$ cat src/core/lpc_defs.svh
// Constants for the LED PWM cycle and diagnostics block
`ifndef LPC_DEFS_SVH
`define LPC_DEFS_SVH
`define LPC_NCH 24
`define LPC_GSW 12
`define LPC_EARLY_EDGE 12'h009
`define LPC_LATE_12 12'hfff
`define LPC_LATE_10 12'h3ff
`define LPC_LATE_8 12'h0ff
`define LPC_FLAG_PASS 3'h3
`define LPC_FLAG_FAIL 3'h6
`define LPC_FLAG_RESET 3'h0
`define LPC_CMD_W 3
`define LPC_CMD_NONE 3'h0
`define LPC_CMD_GS 3'h1
`define LPC_CMD_CFG 3'h2
`define LPC_CMD_APS 3'h3
`define LPC_CMD_ERRCLR 3'h4
`define LPC_CFG_W 6
`define LPC_CFG_REPEAT 0
`define LPC_CFG_TRESET 1
`define LPC_CFG_OPEN_SEL 2
`define LPC_CFG_SHORT_SEL 3
`define LPC_CFG_MODE_LO 4
`define LPC_CFG_MODE_HI 5
`define LPC_APS_CYCLES 8'h0a
`endif

$ cat src/core/lpc_pkg.sv
// Types for the LED PWM cycle and diagnostics block
package lpc_pkg;
  typedef enum logic [1:0] {
    LPC_MODE_12 = 2'b00,
    LPC_MODE_10 = 2'b01,
    LPC_MODE_8 = 2'b10
  } lpc_mode_t;
  typedef enum logic [1:0] {
    LPC_ST_IDLE = 2'b00,
    LPC_ST_RUN = 2'b01,
    LPC_ST_HOLD = 2'b10
  } lpc_state_t;
endpackage

$ cat src/core/lpc_if.sv
// Link between the host and the LED driver ends
`include "lpc_defs.svh"
interface lpc_if;
  logic grayscale_clock;
  logic blank;
  logic [`LPC_CMD_W-1:0] cmd;
  logic cmd_valid;
  logic [`LPC_NCH*`LPC_GSW-1:0] duty_value;
  logic [`LPC_CFG_W-1:0] function_config_word;
  logic [`LPC_NCH-1:0] early_open;
  logic [`LPC_NCH-1:0] early_short;
  logic [`LPC_NCH-1:0] late_open;
  logic [`LPC_NCH-1:0] late_short;
  logic [2:0] adjacent_check_flag;
  logic [`LPC_NCH-1:0] adjacent_short_result;
  logic fault_n;
  logic check_busy;
  modport dev (input grayscale_clock, blank, cmd, cmd_valid, duty_value, function_config_word,
    output early_open, early_short, late_open, late_short, adjacent_check_flag,
    adjacent_short_result, fault_n, check_busy);
  modport host (output grayscale_clock, blank, cmd, cmd_valid, duty_value, function_config_word,
    input early_open, early_short, late_open, late_short, adjacent_check_flag,
    adjacent_short_result, fault_n, check_busy);
endinterface

$ cat src/core/lpc_device.sv
// LED driver end: PWM counter, diagnostic capture, adjacent-pin check
`include "lpc_defs.svh"
module lpc_device import lpc_pkg::*; (
  input wire logic i_clk,
  input wire logic i_rst,
  lpc_if.dev lnk,
  input wire logic [`LPC_NCH*8-1:0] i_pin_mv8,
  input wire logic [7:0] i_sense_mv8,
  input wire logic [`LPC_NCH-1:0] i_adjacent_fault,
  output logic [`LPC_NCH-1:0] o_channel_sink_pin,
  output logic [`LPC_NCH-1:0] o_pullup_en,
  output logic [11:0] o_count
);
  logic [`LPC_CFG_W-1:0] cfg_q;
  logic [`LPC_NCH*`LPC_GSW-1:0] duty_q;
  logic [`LPC_NCH*`LPC_GSW-1:0] pend_q;
  logic pend_valid_q;
  logic [11:0] cnt_q;
  lpc_state_t state_q;
  logic grayscale_clock_q;
  logic [`LPC_NCH-1:0] on_q;
  logic [`LPC_NCH-1:0] eo_q;
  logic [`LPC_NCH-1:0] es_q;
  logic [`LPC_NCH-1:0] lo_q;
  logic [`LPC_NCH-1:0] ls_q;
  logic [2:0] flag_q;
  logic [`LPC_NCH-1:0] aps_q;
  logic fault_q;
  logic [7:0] aps_cnt_q;
  logic aps_busy_q;
  logic [`LPC_NCH-1:0] det_open;
  logic [`LPC_NCH-1:0] det_short;

  // Edge detect on the grayscale clock, which arrives synchronous to i_clk
  wire gedge = lnk.grayscale_clock & ~grayscale_clock_q;
  wire cmd_gs = lnk.cmd_valid && lnk.cmd == `LPC_CMD_GS;
  wire cmd_cfg = lnk.cmd_valid && lnk.cmd == `LPC_CMD_CFG;
  wire cmd_aps = lnk.cmd_valid && lnk.cmd == `LPC_CMD_APS;
  wire cmd_clr = lnk.cmd_valid && lnk.cmd == `LPC_CMD_ERRCLR;
  wire [1:0] mode = cfg_q[`LPC_CFG_MODE_HI:`LPC_CFG_MODE_LO];
  // Last count of the cycle, also the late capture edge
  wire [11:0] cnt_max = (mode == LPC_MODE_8) ? `LPC_LATE_8 :
                        (mode == LPC_MODE_10) ? `LPC_LATE_10 : `LPC_LATE_12;
  wire running = state_q == LPC_ST_RUN;
  wire cycle_end = running && gedge && cnt_q == cnt_max;
  wire restart = cmd_gs && cfg_q[`LPC_CFG_TRESET] && lnk.blank;
  wire [11:0] cnt_inc = cnt_q + 12'h001;
  wire [11:0] early_edge = `LPC_EARLY_EDGE;

  lpc_detect u_det (
    .i_pin_mv8(i_pin_mv8),
    .i_sense_mv8(i_sense_mv8),
    .i_open_sel(cfg_q[`LPC_CFG_OPEN_SEL]),
    .i_short_sel(cfg_q[`LPC_CFG_SHORT_SEL]),
    .o_open(det_open),
    .o_short(det_short)
  );

  // Configuration word and duty latch
  always_ff @(posedge i_clk) begin
    if (i_rst) begin
      cfg_q <= '0;
      pend_q <= '0;
      pend_valid_q <= 1'b0;
      duty_q <= '0;
    end else begin
      if (cmd_cfg) cfg_q <= lnk.function_config_word;
      if (cmd_gs && !restart) begin
        pend_q <= lnk.duty_value;
        pend_valid_q <= 1'b1;
      end
      if (restart) begin
        duty_q <= lnk.duty_value;
        pend_valid_q <= 1'b0;
      end else if (pend_valid_q && (cycle_end || !running)) begin
        duty_q <= pend_q;
        // A write landing on the commit edge must stay pending, not be lost
        if (!cmd_gs) pend_valid_q <= 1'b0;
      end
    end
  end

  // Counter state machine; blank low clears, blank high runs
  always_ff @(posedge i_clk) begin
    if (i_rst) begin
      state_q <= LPC_ST_IDLE;
      cnt_q <= '0;
      grayscale_clock_q <= 1'b0;
    end else begin
      grayscale_clock_q <= lnk.grayscale_clock;
      if (!lnk.blank) begin
        state_q <= LPC_ST_IDLE;
        cnt_q <= '0;
      end else if (restart) begin
        state_q <= LPC_ST_RUN;
        cnt_q <= '0;
      end else begin
        case (state_q)
          LPC_ST_IDLE: state_q <= LPC_ST_RUN;
          LPC_ST_RUN: begin
            if (cycle_end) begin
              if (cfg_q[`LPC_CFG_REPEAT]) cnt_q <= '0;
              else state_q <= LPC_ST_HOLD;
            end else if (gedge) begin
              cnt_q <= cnt_inc;
            end
          end
          default: state_q <= LPC_ST_HOLD;
        endcase
      end
    end
  end

  // Per-channel output, on while running and count is below duty
  genvar g;
  generate
    for (g = 0; g < `LPC_NCH; g = g + 1) begin : g_out
      always_ff @(posedge i_clk) begin
        if (i_rst) on_q[g] <= 1'b0;
        else on_q[g] <= running && (cnt_q < duty_q[g*`LPC_GSW +: `LPC_GSW]);
      end
    end
  endgenerate

  // Result sets refresh once per cycle at fixed counts
  always_ff @(posedge i_clk) begin
    if (i_rst) begin
      eo_q <= '0;
      es_q <= '0;
      lo_q <= '0;
      ls_q <= '0;
    end else if (running && gedge) begin
      if (cnt_inc == early_edge) begin
        eo_q <= det_open;
        es_q <= det_short;
      end
      if (cnt_inc == cnt_max) begin
        lo_q <= det_open;
        ls_q <= det_short;
      end
    end
  end

  // Adjacent-pin check: fixed settle time, then latch flag and result
  always_ff @(posedge i_clk) begin
    if (i_rst) begin
      flag_q <= `LPC_FLAG_RESET;
      aps_q <= '0;
      fault_q <= 1'b0;
      aps_cnt_q <= '0;
      aps_busy_q <= 1'b0;
    end else if (aps_busy_q) begin
      aps_cnt_q <= aps_cnt_q - 8'h01;
      if (aps_cnt_q == 8'h01) begin
        aps_busy_q <= 1'b0;
        aps_q <= i_adjacent_fault;
        if (|i_adjacent_fault) begin
          flag_q <= `LPC_FLAG_FAIL;
          fault_q <= 1'b1;
        end else begin
          flag_q <= `LPC_FLAG_PASS;
        end
      end
    end else if (cmd_aps) begin
      aps_busy_q <= 1'b1;
      aps_cnt_q <= `LPC_APS_CYCLES;
    end else if (cmd_clr && !(|i_adjacent_fault)) begin
      // Clear only once the short is gone, so a live fault keeps the pin low
      flag_q <= `LPC_FLAG_RESET;
      aps_q <= '0;
      fault_q <= 1'b0;
    end
  end

  assign o_channel_sink_pin = on_q;
  assign o_pullup_en = ~on_q;
  assign o_count = cnt_q;
  assign lnk.early_open = eo_q;
  assign lnk.early_short = es_q;
  assign lnk.late_open = lo_q;
  assign lnk.late_short = ls_q;
  assign lnk.adjacent_check_flag = flag_q;
  assign lnk.adjacent_short_result = aps_q;
  assign lnk.fault_n = ~fault_q;
  assign lnk.check_busy = aps_busy_q;
endmodule

$ cat src/core/lpc_detect.sv
// Per-channel open and short comparator with threshold selection
`include "lpc_defs.svh"
module lpc_detect import lpc_pkg::*; (
  input wire logic [`LPC_NCH*8-1:0] i_pin_mv8,
  input wire logic [7:0] i_sense_mv8,
  input wire logic i_open_sel,
  input wire logic i_short_sel,
  output logic [`LPC_NCH-1:0] o_open,
  output logic [`LPC_NCH-1:0] o_short
);
  // Voltages in 8-bit units of 0.1 V; low resolution is enough for thresholds
  logic [7:0] open_thr;
  logic [7:0] short_thr;
  assign open_thr = i_open_sel ? 8'h05 : 8'h03;
  assign short_thr = i_sense_mv8 - (i_short_sel ? 8'h07 : 8'h03);
  // One comparator pair per channel
  genvar g;
  generate
    for (g = 0; g < `LPC_NCH; g = g + 1) begin : g_ch
      assign o_open[g] = i_pin_mv8[g*8 +: 8] < open_thr;
      assign o_short[g] = i_pin_mv8[g*8 +: 8] > short_thr;
    end
  endgenerate
endmodule

$ cat src/flat_wrapper.sv
// flat-port wrapper written by rule: the top's interface ports become plain ports
module lpc_device_flat import lpc_pkg::*;
  (i_clk, i_rst, i_pin_mv8, i_sense_mv8, i_adjacent_fault, o_channel_sink_pin, o_pullup_en, o_count, lnk_grayscale_clock, lnk_blank, lnk_cmd, lnk_cmd_valid, lnk_duty_value, lnk_function_config_word, lnk_early_open, lnk_early_short, lnk_late_open, lnk_late_short, lnk_adjacent_check_flag, lnk_adjacent_short_result, lnk_fault_n, lnk_check_busy);
  lpc_if lnk_i ();
  input wire logic i_clk;
  input wire logic i_rst;
  input wire logic [`LPC_NCH*8-1:0] i_pin_mv8;
  input wire logic [7:0] i_sense_mv8;
  input wire logic [`LPC_NCH-1:0] i_adjacent_fault;
  output logic [`LPC_NCH-1:0] o_channel_sink_pin;
  output logic [`LPC_NCH-1:0] o_pullup_en;
  output logic [11:0] o_count;
  input wire logic [$bits(lnk_i.grayscale_clock)-1:0] lnk_grayscale_clock;
  input wire logic [$bits(lnk_i.blank)-1:0] lnk_blank;
  input wire logic [$bits(lnk_i.cmd)-1:0] lnk_cmd;
  input wire logic [$bits(lnk_i.cmd_valid)-1:0] lnk_cmd_valid;
  input wire logic [$bits(lnk_i.duty_value)-1:0] lnk_duty_value;
  input wire logic [$bits(lnk_i.function_config_word)-1:0] lnk_function_config_word;
  output wire logic [$bits(lnk_i.early_open)-1:0] lnk_early_open;
  output wire logic [$bits(lnk_i.early_short)-1:0] lnk_early_short;
  output wire logic [$bits(lnk_i.late_open)-1:0] lnk_late_open;
  output wire logic [$bits(lnk_i.late_short)-1:0] lnk_late_short;
  output wire logic [$bits(lnk_i.adjacent_check_flag)-1:0] lnk_adjacent_check_flag;
  output wire logic [$bits(lnk_i.adjacent_short_result)-1:0] lnk_adjacent_short_result;
  output wire logic [$bits(lnk_i.fault_n)-1:0] lnk_fault_n;
  output wire logic [$bits(lnk_i.check_busy)-1:0] lnk_check_busy;
  assign lnk_i.grayscale_clock = lnk_grayscale_clock;
  assign lnk_i.blank = lnk_blank;
  assign lnk_i.cmd = lnk_cmd;
  assign lnk_i.cmd_valid = lnk_cmd_valid;
  assign lnk_i.duty_value = lnk_duty_value;
  assign lnk_i.function_config_word = lnk_function_config_word;
  assign lnk_early_open = lnk_i.early_open;
  assign lnk_early_short = lnk_i.early_short;
  assign lnk_late_open = lnk_i.late_open;
  assign lnk_late_short = lnk_i.late_short;
  assign lnk_adjacent_check_flag = lnk_i.adjacent_check_flag;
  assign lnk_adjacent_short_result = lnk_i.adjacent_short_result;
  assign lnk_fault_n = lnk_i.fault_n;
  assign lnk_check_busy = lnk_i.check_busy;
  lpc_device u_core (.i_clk(i_clk), .i_rst(i_rst), .lnk(lnk_i), .i_pin_mv8(i_pin_mv8), .i_sense_mv8(i_sense_mv8), .i_adjacent_fault(i_adjacent_fault), .o_channel_sink_pin(o_channel_sink_pin), .o_pullup_en(o_pullup_en), .o_count(o_count));
endmodule
$ cat config.mk
export PLATFORM = sky130hd
export DESIGN_NAME = lpc_device_flat
export DESIGN_NICKNAME = d
export VERILOG_FILES = /design/src/core/lpc_pkg.sv /design/src/core/lpc_if.sv /design/src/core/lpc_device.sv /design/src/core/lpc_detect.sv /design/src/flat_wrapper.sv
export VERILOG_INCLUDE_DIRS = /design/src /design/src/core
export SDC_FILE = /design/constraint.sdc
export NUM_CORES = 2
export LEC_CHECK = 0
export BUFFER_PORTS_ARGS = -buffer_cell sky130_fd_sc_hd__buf_2
export CAP_MARGIN = 10
export CORE_MARGIN = 5
export CORE_UTILIZATION = 52
export DETAILED_ROUTE_END_ITERATION = 16
export MAX_ROUTING_LAYER = met4
export PLACE_DENSITY = 0.87
export SYNTH_ARGS = -nofsm -noshare
export SYNTH_HDL_FRONTEND = slang
export SYNTH_SLANG_ARGS = --single-unit
$ cat constraint.sdc
create_clock -name i_clk -period 3.47 [get_ports i_clk]
set_input_delay 0.347 -clock i_clk [delete_from_list [all_inputs] [get_ports i_clk]]
set_output_delay 0.347 -clock i_clk [all_outputs]
set_load 0.005 [all_outputs]
* After elaboration in Yosys (flattened, before gate mapping)
Cells that the tools add are included.
Storage, ports and cells: register bits after elaboration 755, logic and storage cells 230, input port bits 526, output and inout bits 185
Operators by class: $add $sub $neg 3, equality and inequality tests 19, bitwise operators 5, reductions and logical operators 55, $lt $le $gt $ge 72, muxes and demuxes 35
Operator list (number):
- $mux 288 | 2
- $lt 12x12->1 | 24
- $gt 8x8->1 | 24
- $lt 8x8->1 | 24
- $mux 24 | 4
- $mux 12 | 5
- $logic_and 1x1->1 | 35
- $eq 12x12->1 | 2
- $not 24->24 | 1
- $reduce_or 24->1 | 1
- $mux 3 | 7
- $mux 8 | 2
- $add 12x1->12 const B | 1
- $eq 12x4->1 const B | 1
- $mux 1 | 12
- $eq 8x1->1 const B | 1
- $ne 2x2->1 const B | 4
- $reduce_and 2->1 | 4
- $reduce_bool 2->1 | 4
- $sub 8x1->8 const B | 1
- $sub 8x3->8 | 1
- $eq 3x2->1 const B | 2
- $ne 3x3->1 const B | 2
- $reduce_and 3->1 | 2
- 15 further kinds | 23

* Depth between registers and ports, before layout
depth after elaboration 9, gate-level depth with buffers 13, mapped depth without buffers 13

* Hierarchy
A second synthesis with hierarchy kept.
Unflattened totals: cells, all modules 4730, area total of the unflattened synthesis 40629.0 um^2
By module, submodules not included:
- lpc_device | area each 35803.1 um^2, instances 1, seq. area each 15114.5 um^2, cells an instance 4156
- lpc_detect | area each 4825.9 um^2, instances 1, seq. area each 0.0 um^2, cells an instance 574

* Worst setup path before layout
OpenSTA, ideal clock, no wires.
kind input port to flip-flop, start in i_sense_mv8[2], end reg u_core.ls_q[22] (netlist: u_core.lnk.late_short[22]), buffers on the path 0, cell stages on the path 12, setup time 136 ps, arrival 3505 ps, slack -171 ps, cells stage by stage ha_1 > and3_1 > nor2_1 > xnor2_1 > ha_1 > o21ai_0 > a21oi_1 > o31a_1 > maj3_1 > a21oi_1 > a2bb2oi_1 > a211oi_1
Between the ends: word-level cells in the longest chain between the ends 2
RTL lines:
- from (decl) | RTL line flat_wrapper.sv:8 | input wire logic [7:0] i_sense_mv8;
- $sub 8x3->8 | RTL line lpc_detect.sv:15 | assign short_thr = i_sense_mv8 - (i_short_sel ? 8'h07 : 8'h03);
- $gt 8x8->1 | RTL line lpc_detect.sv:21 | assign o_short[g] = i_pin_mv8[g*8 +: 8] > short_thr;
- to (signal assigned) | RTL line lpc_device.sv:139 | ls_q <= det_short;
- to (decl) | RTL line lpc_device.sv:25 | logic [`LPC_NCH-1:0] ls_q;
Every way passes these cells. A chain may end at the register's enable or synchronous reset.

* Worst setup path in the final report
start reg u_core.cfg_q[3], end reg u_core.ls_q[3] (netlist: u_core.lnk.late_short[3])
Between the ends: word-level cells in the longest chain between the ends 3
RTL lines:
- from (decl) | RTL line lpc_device.sv:14 | logic [`LPC_CFG_W-1:0] cfg_q;
- from (signal assigned) | RTL line lpc_device.sv:67 | if (cmd_cfg) cfg_q <= lnk.function_config_word;
- $mux 3 | RTL line lpc_detect.sv:15
- $sub 8x3->8 | RTL line lpc_detect.sv:15
- $gt 8x8->1 | RTL line lpc_detect.sv:21
Every way passes these cells.

==> results.json <==
{
  "run_status": "finished, final reports clean",
  "rows": 104,
  "gp_congestion": 0.988,
  "pwr-share-seq_pct": 42.8,
  "pre_cts_ws_ns": 0.0553,
  "r2r_slack_ns": 0.28,
  "cts_inserted_buffers": 83,
  "slew_viol_final": 0,
  "worstReg2RegStart": "u_core.cfg_q[3]$_SDFFE_PP0P_",
  "clock_path_buffers": 3,
  "wl_per_cell_um": 23.8,
  "finalHoldViolCount": 0,
  "root_buffer": "clkbuf_16",
  "synth_compound_area_share_pct": 20.7,
  "nFillCells": 5554,
  "ys_ff_latch": 755,
  "ys_types": 67,
  "synth_simple_gate_area_share_pct": 14.9,
  "routed_wirelength_um": 163000,
  "worstMarginPinSlew_ns": 1.21,
  "synth_flop_cell": "dfxtp_1",
  "skew_ns": 0.0579,
  "synth_top_family_by_area": "compound AO/OA/AOI/OAI gates",
  "yosys_warnings": 0,
  "post_cts_buffers": 0,
  "rsz0062_at_grt": "no",
  "dieArea_sq_um": 86600,
  "seqCellArea_sq_um": 15100,
  "hpwl_um": 96500,
  "worstSetupStartpointType": "register",
  "detail-route-antenna-nets": 0,
  "p_leak_nw": 20.0,
  "grt_pass1_wl_um": 246000,
  "end_kind": "register",
  "synth_nets": 5717,
  "die_width_um": 294,
  "crit_type": "reg2reg",
  "synthXorXnorAreaFrac_pct": 0.331,
  "drt_first_iter_violations": 4089,
  "final_nets": 6633,
  "power_frac_clock_pct": 44.3,
  "vias": 41900,
  "core_sq_um": 80300,
  "portBuffers": 710,
  "vias_per_cell": 6.12,
  "fmax_mhz": 313,
  "layout_common_cells": "dfxtp_1 (743), buf_2 (709), nand2_1 (619)",
  "die_y_um": 294,
  "setup_viol": 0,
  "seq_area_frac_synth_pct": 36.0,
  "reg2reg_to": "u_core.lnk.late_short[3]$_SDFFE_PP0P_",
  "dr.pass1.iters": 9,
  "start_util_pct": 52.3,
  "setup-tns-final_ns": 0,
  "clk_latency_ns": 0.68,
  "synth_edf_count": 0,
  "hold-path-cell-count": 3,
  "antenna_found_initial": 60,
  "r2r_cells": 13,
  "drc": 0,
  "h-tree-depth": 3,
  "cp_top_family": "compound AO/OA/AOI/OAI gates",
  "async_reset_ff_share_pct": 0,
  "critPathRequiredTime_ns": 3.98,
  "holdCritStartpoint": "i_adjacent_fault[20]",
  "placed_cell_area_sq_um": 46800,
  "cp.buffers_inverters": 2,
  "syn_to_final_growth_pct": 25.8,
  "relSlewSlack_pct": 17.2,
  "synth_mux_area_share_pct": 8.26,
  "period_minus_slack_ns": 3.19,
  "num_io_pins": 711,
  "grt_start_max_net_pins": 107,
  "synth.avg_cell_area_sq_um": 8.84,
  "syn_inst": 4751,
  "cts_tree": "yes",
  "clkTransAtPathRegs_ns": 0.06,
  "multiInputGateArea_sq_um": 24300,
  "hold_end": "u_core.lnk.adjacent_short_result[20]$_SDFFE_PP0P_",
  "slowest_stage": "xnor2_4",
  "clock_sinks": 755,
  "grt_pass1_vias": 42500,
  "p_int_mw": 15.2,
  "cap_violations": 0,
  "setup_ws_ns": 0.275,
  "switching_share_pct": 27.0,
  "fin_hold_ws_ns": 0.0420,
  "power_density_nw_per_um2": 395,
  "min_path_type": "in2reg",
  "crit_arrival_ns": 3.70,
  "synth_fa_ha_area_share_pct": 13.2,
  "design_area_sq_um": 52900,
  "max_stage_delay_ns": 0.43,
  "layout-drive-gt1-share_pct": 22.1,
  "grt.overflow.total": 0,
  "cp_cell_sequence": "inv_1, ha_1, and3_1, nor2_1, xnor2_4, buf_4, ha_1, and4_1, a21oi_1, a22oi_1, o21ai_0, o21ai_0, a311oi_1",
  "layout_commonest_cell": "dfxtp_1",
  "crit_fanout": 12,
  "grt.total_usage_pct": 37.4,
  "p_switching_mw": 5.64,
  "finalCritPeriodShare_pct": 92.1,
  "comb_power_share_pct": 12.9,
  "ir_drop_mv": 0.429,
  "syn_area_sq_um": 42000
}
cells by family after synthesis:
group	count (synthesis)
XOR/XNOR	15
adder cells (fa/ha/maj)	444
AND/OR/NAND/NOR	1436
AO/OA/AOI/OAI	1132
buffers and inverters	623
multiplexers	346
flip-flops	755
synthesized netlist by cell type (16+ instances only):
cell type  instances  area [sq um]
a2111oi_0         26           228
a211oi_1          47           353
a211oi_2         264          3300
a21o_1            73           548
a21oi_1          412          2060
a22oi_1           49           368
and3_1            31           194
and4_1            25           219
buf_2             78           390
buf_4             48           360
buf_6             20           225
clkbuf_1         140           526
dfxtp_1          755         15100
ha_1             440          5510
inv_1            333          1250
mux2i_1          345          3450
nand2_1          620          2330
nand2b_1          30           188
nand4_1           32           200
nor2_1           486          1820
nor2b_1           50           313
nor3_1            65           325
o2111ai_1         25           219
o211ai_1          36           270
o21a_1            25           188
o21ai_0          107           536
o22ai_1           16           100
or4_1             26           195
metal layers:
layer | share of wire [%] | track usage [%] | vias up
li1 | - | - | 18600
met1 | 35 | 40.3 | 19300
met2 | 44 | 56.7 | 2855
met4 | 9.6 | 28.0 | 0
met3 | 11 | 13.2 | 1143
met5 | 0 | - | -
worst max-delay path by stage:
| stage | endpoint | from | slack (ns) | cells after the start |
|---|---|---|---|---|
| final | u_core.lnk.late_short[3]$_SDFFE_PP0P_ | u_core.cfg_q[3]$_SDFFE_PP0P_ | 0.28 | 13 |
| after global routing | u_core.lnk.late_short[23]$_SDFFE_PP0P_ | u_core.cfg_q[3]$_SDFFE_PP0P_ | 0.05 | 13 |
| after CTS | u_core.lnk.late_short[3]$_SDFFE_PP0P_ | u_core.cfg_q[3]$_SDFFE_PP0P_ | 0.13 | 13 |
| after detailed placement | u_core.lnk.late_short[3]$_SDFFE_PP0P_ | i_sense_mv8[2] | 0.06 | 13 |
| after global placement | u_core.lnk.late_short[2]$_SDFFE_PP0P_ | i_sense_mv8[2] | 0.13 | 13 |
| after floorplan | u_core.lnk.late_short[22]$_SDFFE_PP0P_ | i_sense_mv8[2] | 0.27 | 12 |
worst register-to-register path, delay by kind of cell, from the launching register on:
family	cells	cell delay, ns
AOI/OAI and AO/OA	5	0.95
adders and majority gates	2	0.56
and+or+nand+nor	3	0.50
xor gates and xnor gates	1	0.43
DFF	1	0.32
buffers and inverters	2	0.31
cell type report:
| class | instances | area share [%] |
|---|---|---|
| clock inverter | 38 | 0.843 |
| timing repair buffer | 1121 | 15.1 |
| sequential | 755 | 28.6 |
| clock buffer | 114 | 4.41 |
| tap | 1060 | 2.51 |
| antenna | 59 | 0.279 |
| multi-input combinational | 3373 | 45.9 |
| inverter | 333 | 2.36 |
per-stage QoR:
step	total power [mW]	util [%]	instances
2_1_floorplan	10.4	-	4751
3_3_place_gp	11.2	58.3	6330
3_5_place_dp	11.3	58.3	6330
4_1_cts	20.6	65.6	6794
5_1_grt	21.5	65.8	6849
6_report	20.9	65.8	6853
flip-flops by register name, indices dropped and copies added (netlist names):
register and cells:
u_core.duty_q 288, u_core.pend_q 288, u_core.lnk.adjacent_short_result 24, u_core.lnk.early_open 24, u_core.lnk.early_short 24, u_core.lnk.late_open 24, u_core.lnk.late_short 24, u_core.o_channel_sink_pin 24
u_core.o_count 12, u_core.aps_cnt_q 8, u_core.cfg_q 6, u_core.lnk.adjacent_check_flag 3, u_core.state_q 2, u_core.fault_q 1, u_core.grayscale_clock_q 1, u_core.lnk.check_busy 1
u_core.pend_valid_q 1
power by group through the flow:
stage	combinational (mW)	sequential (mW)	clock, mW
floorplan	1.32	9.09	0
global placement	2.14	9.10	0
detailed placement	2.23	9.11	0
CTS	2.53	8.92	9.15
global route	2.92	8.95	9.64
finish	2.69	8.94	9.24
repair_timing:
item	4_1_cts	5_1_grt
endpoints found under the setup margin	0	12
resized for setup	0	5
hold buffers	312	0
endpoints found under the hold margin	312	0
No activity file was read; power rests on OpenSTA's default activity.
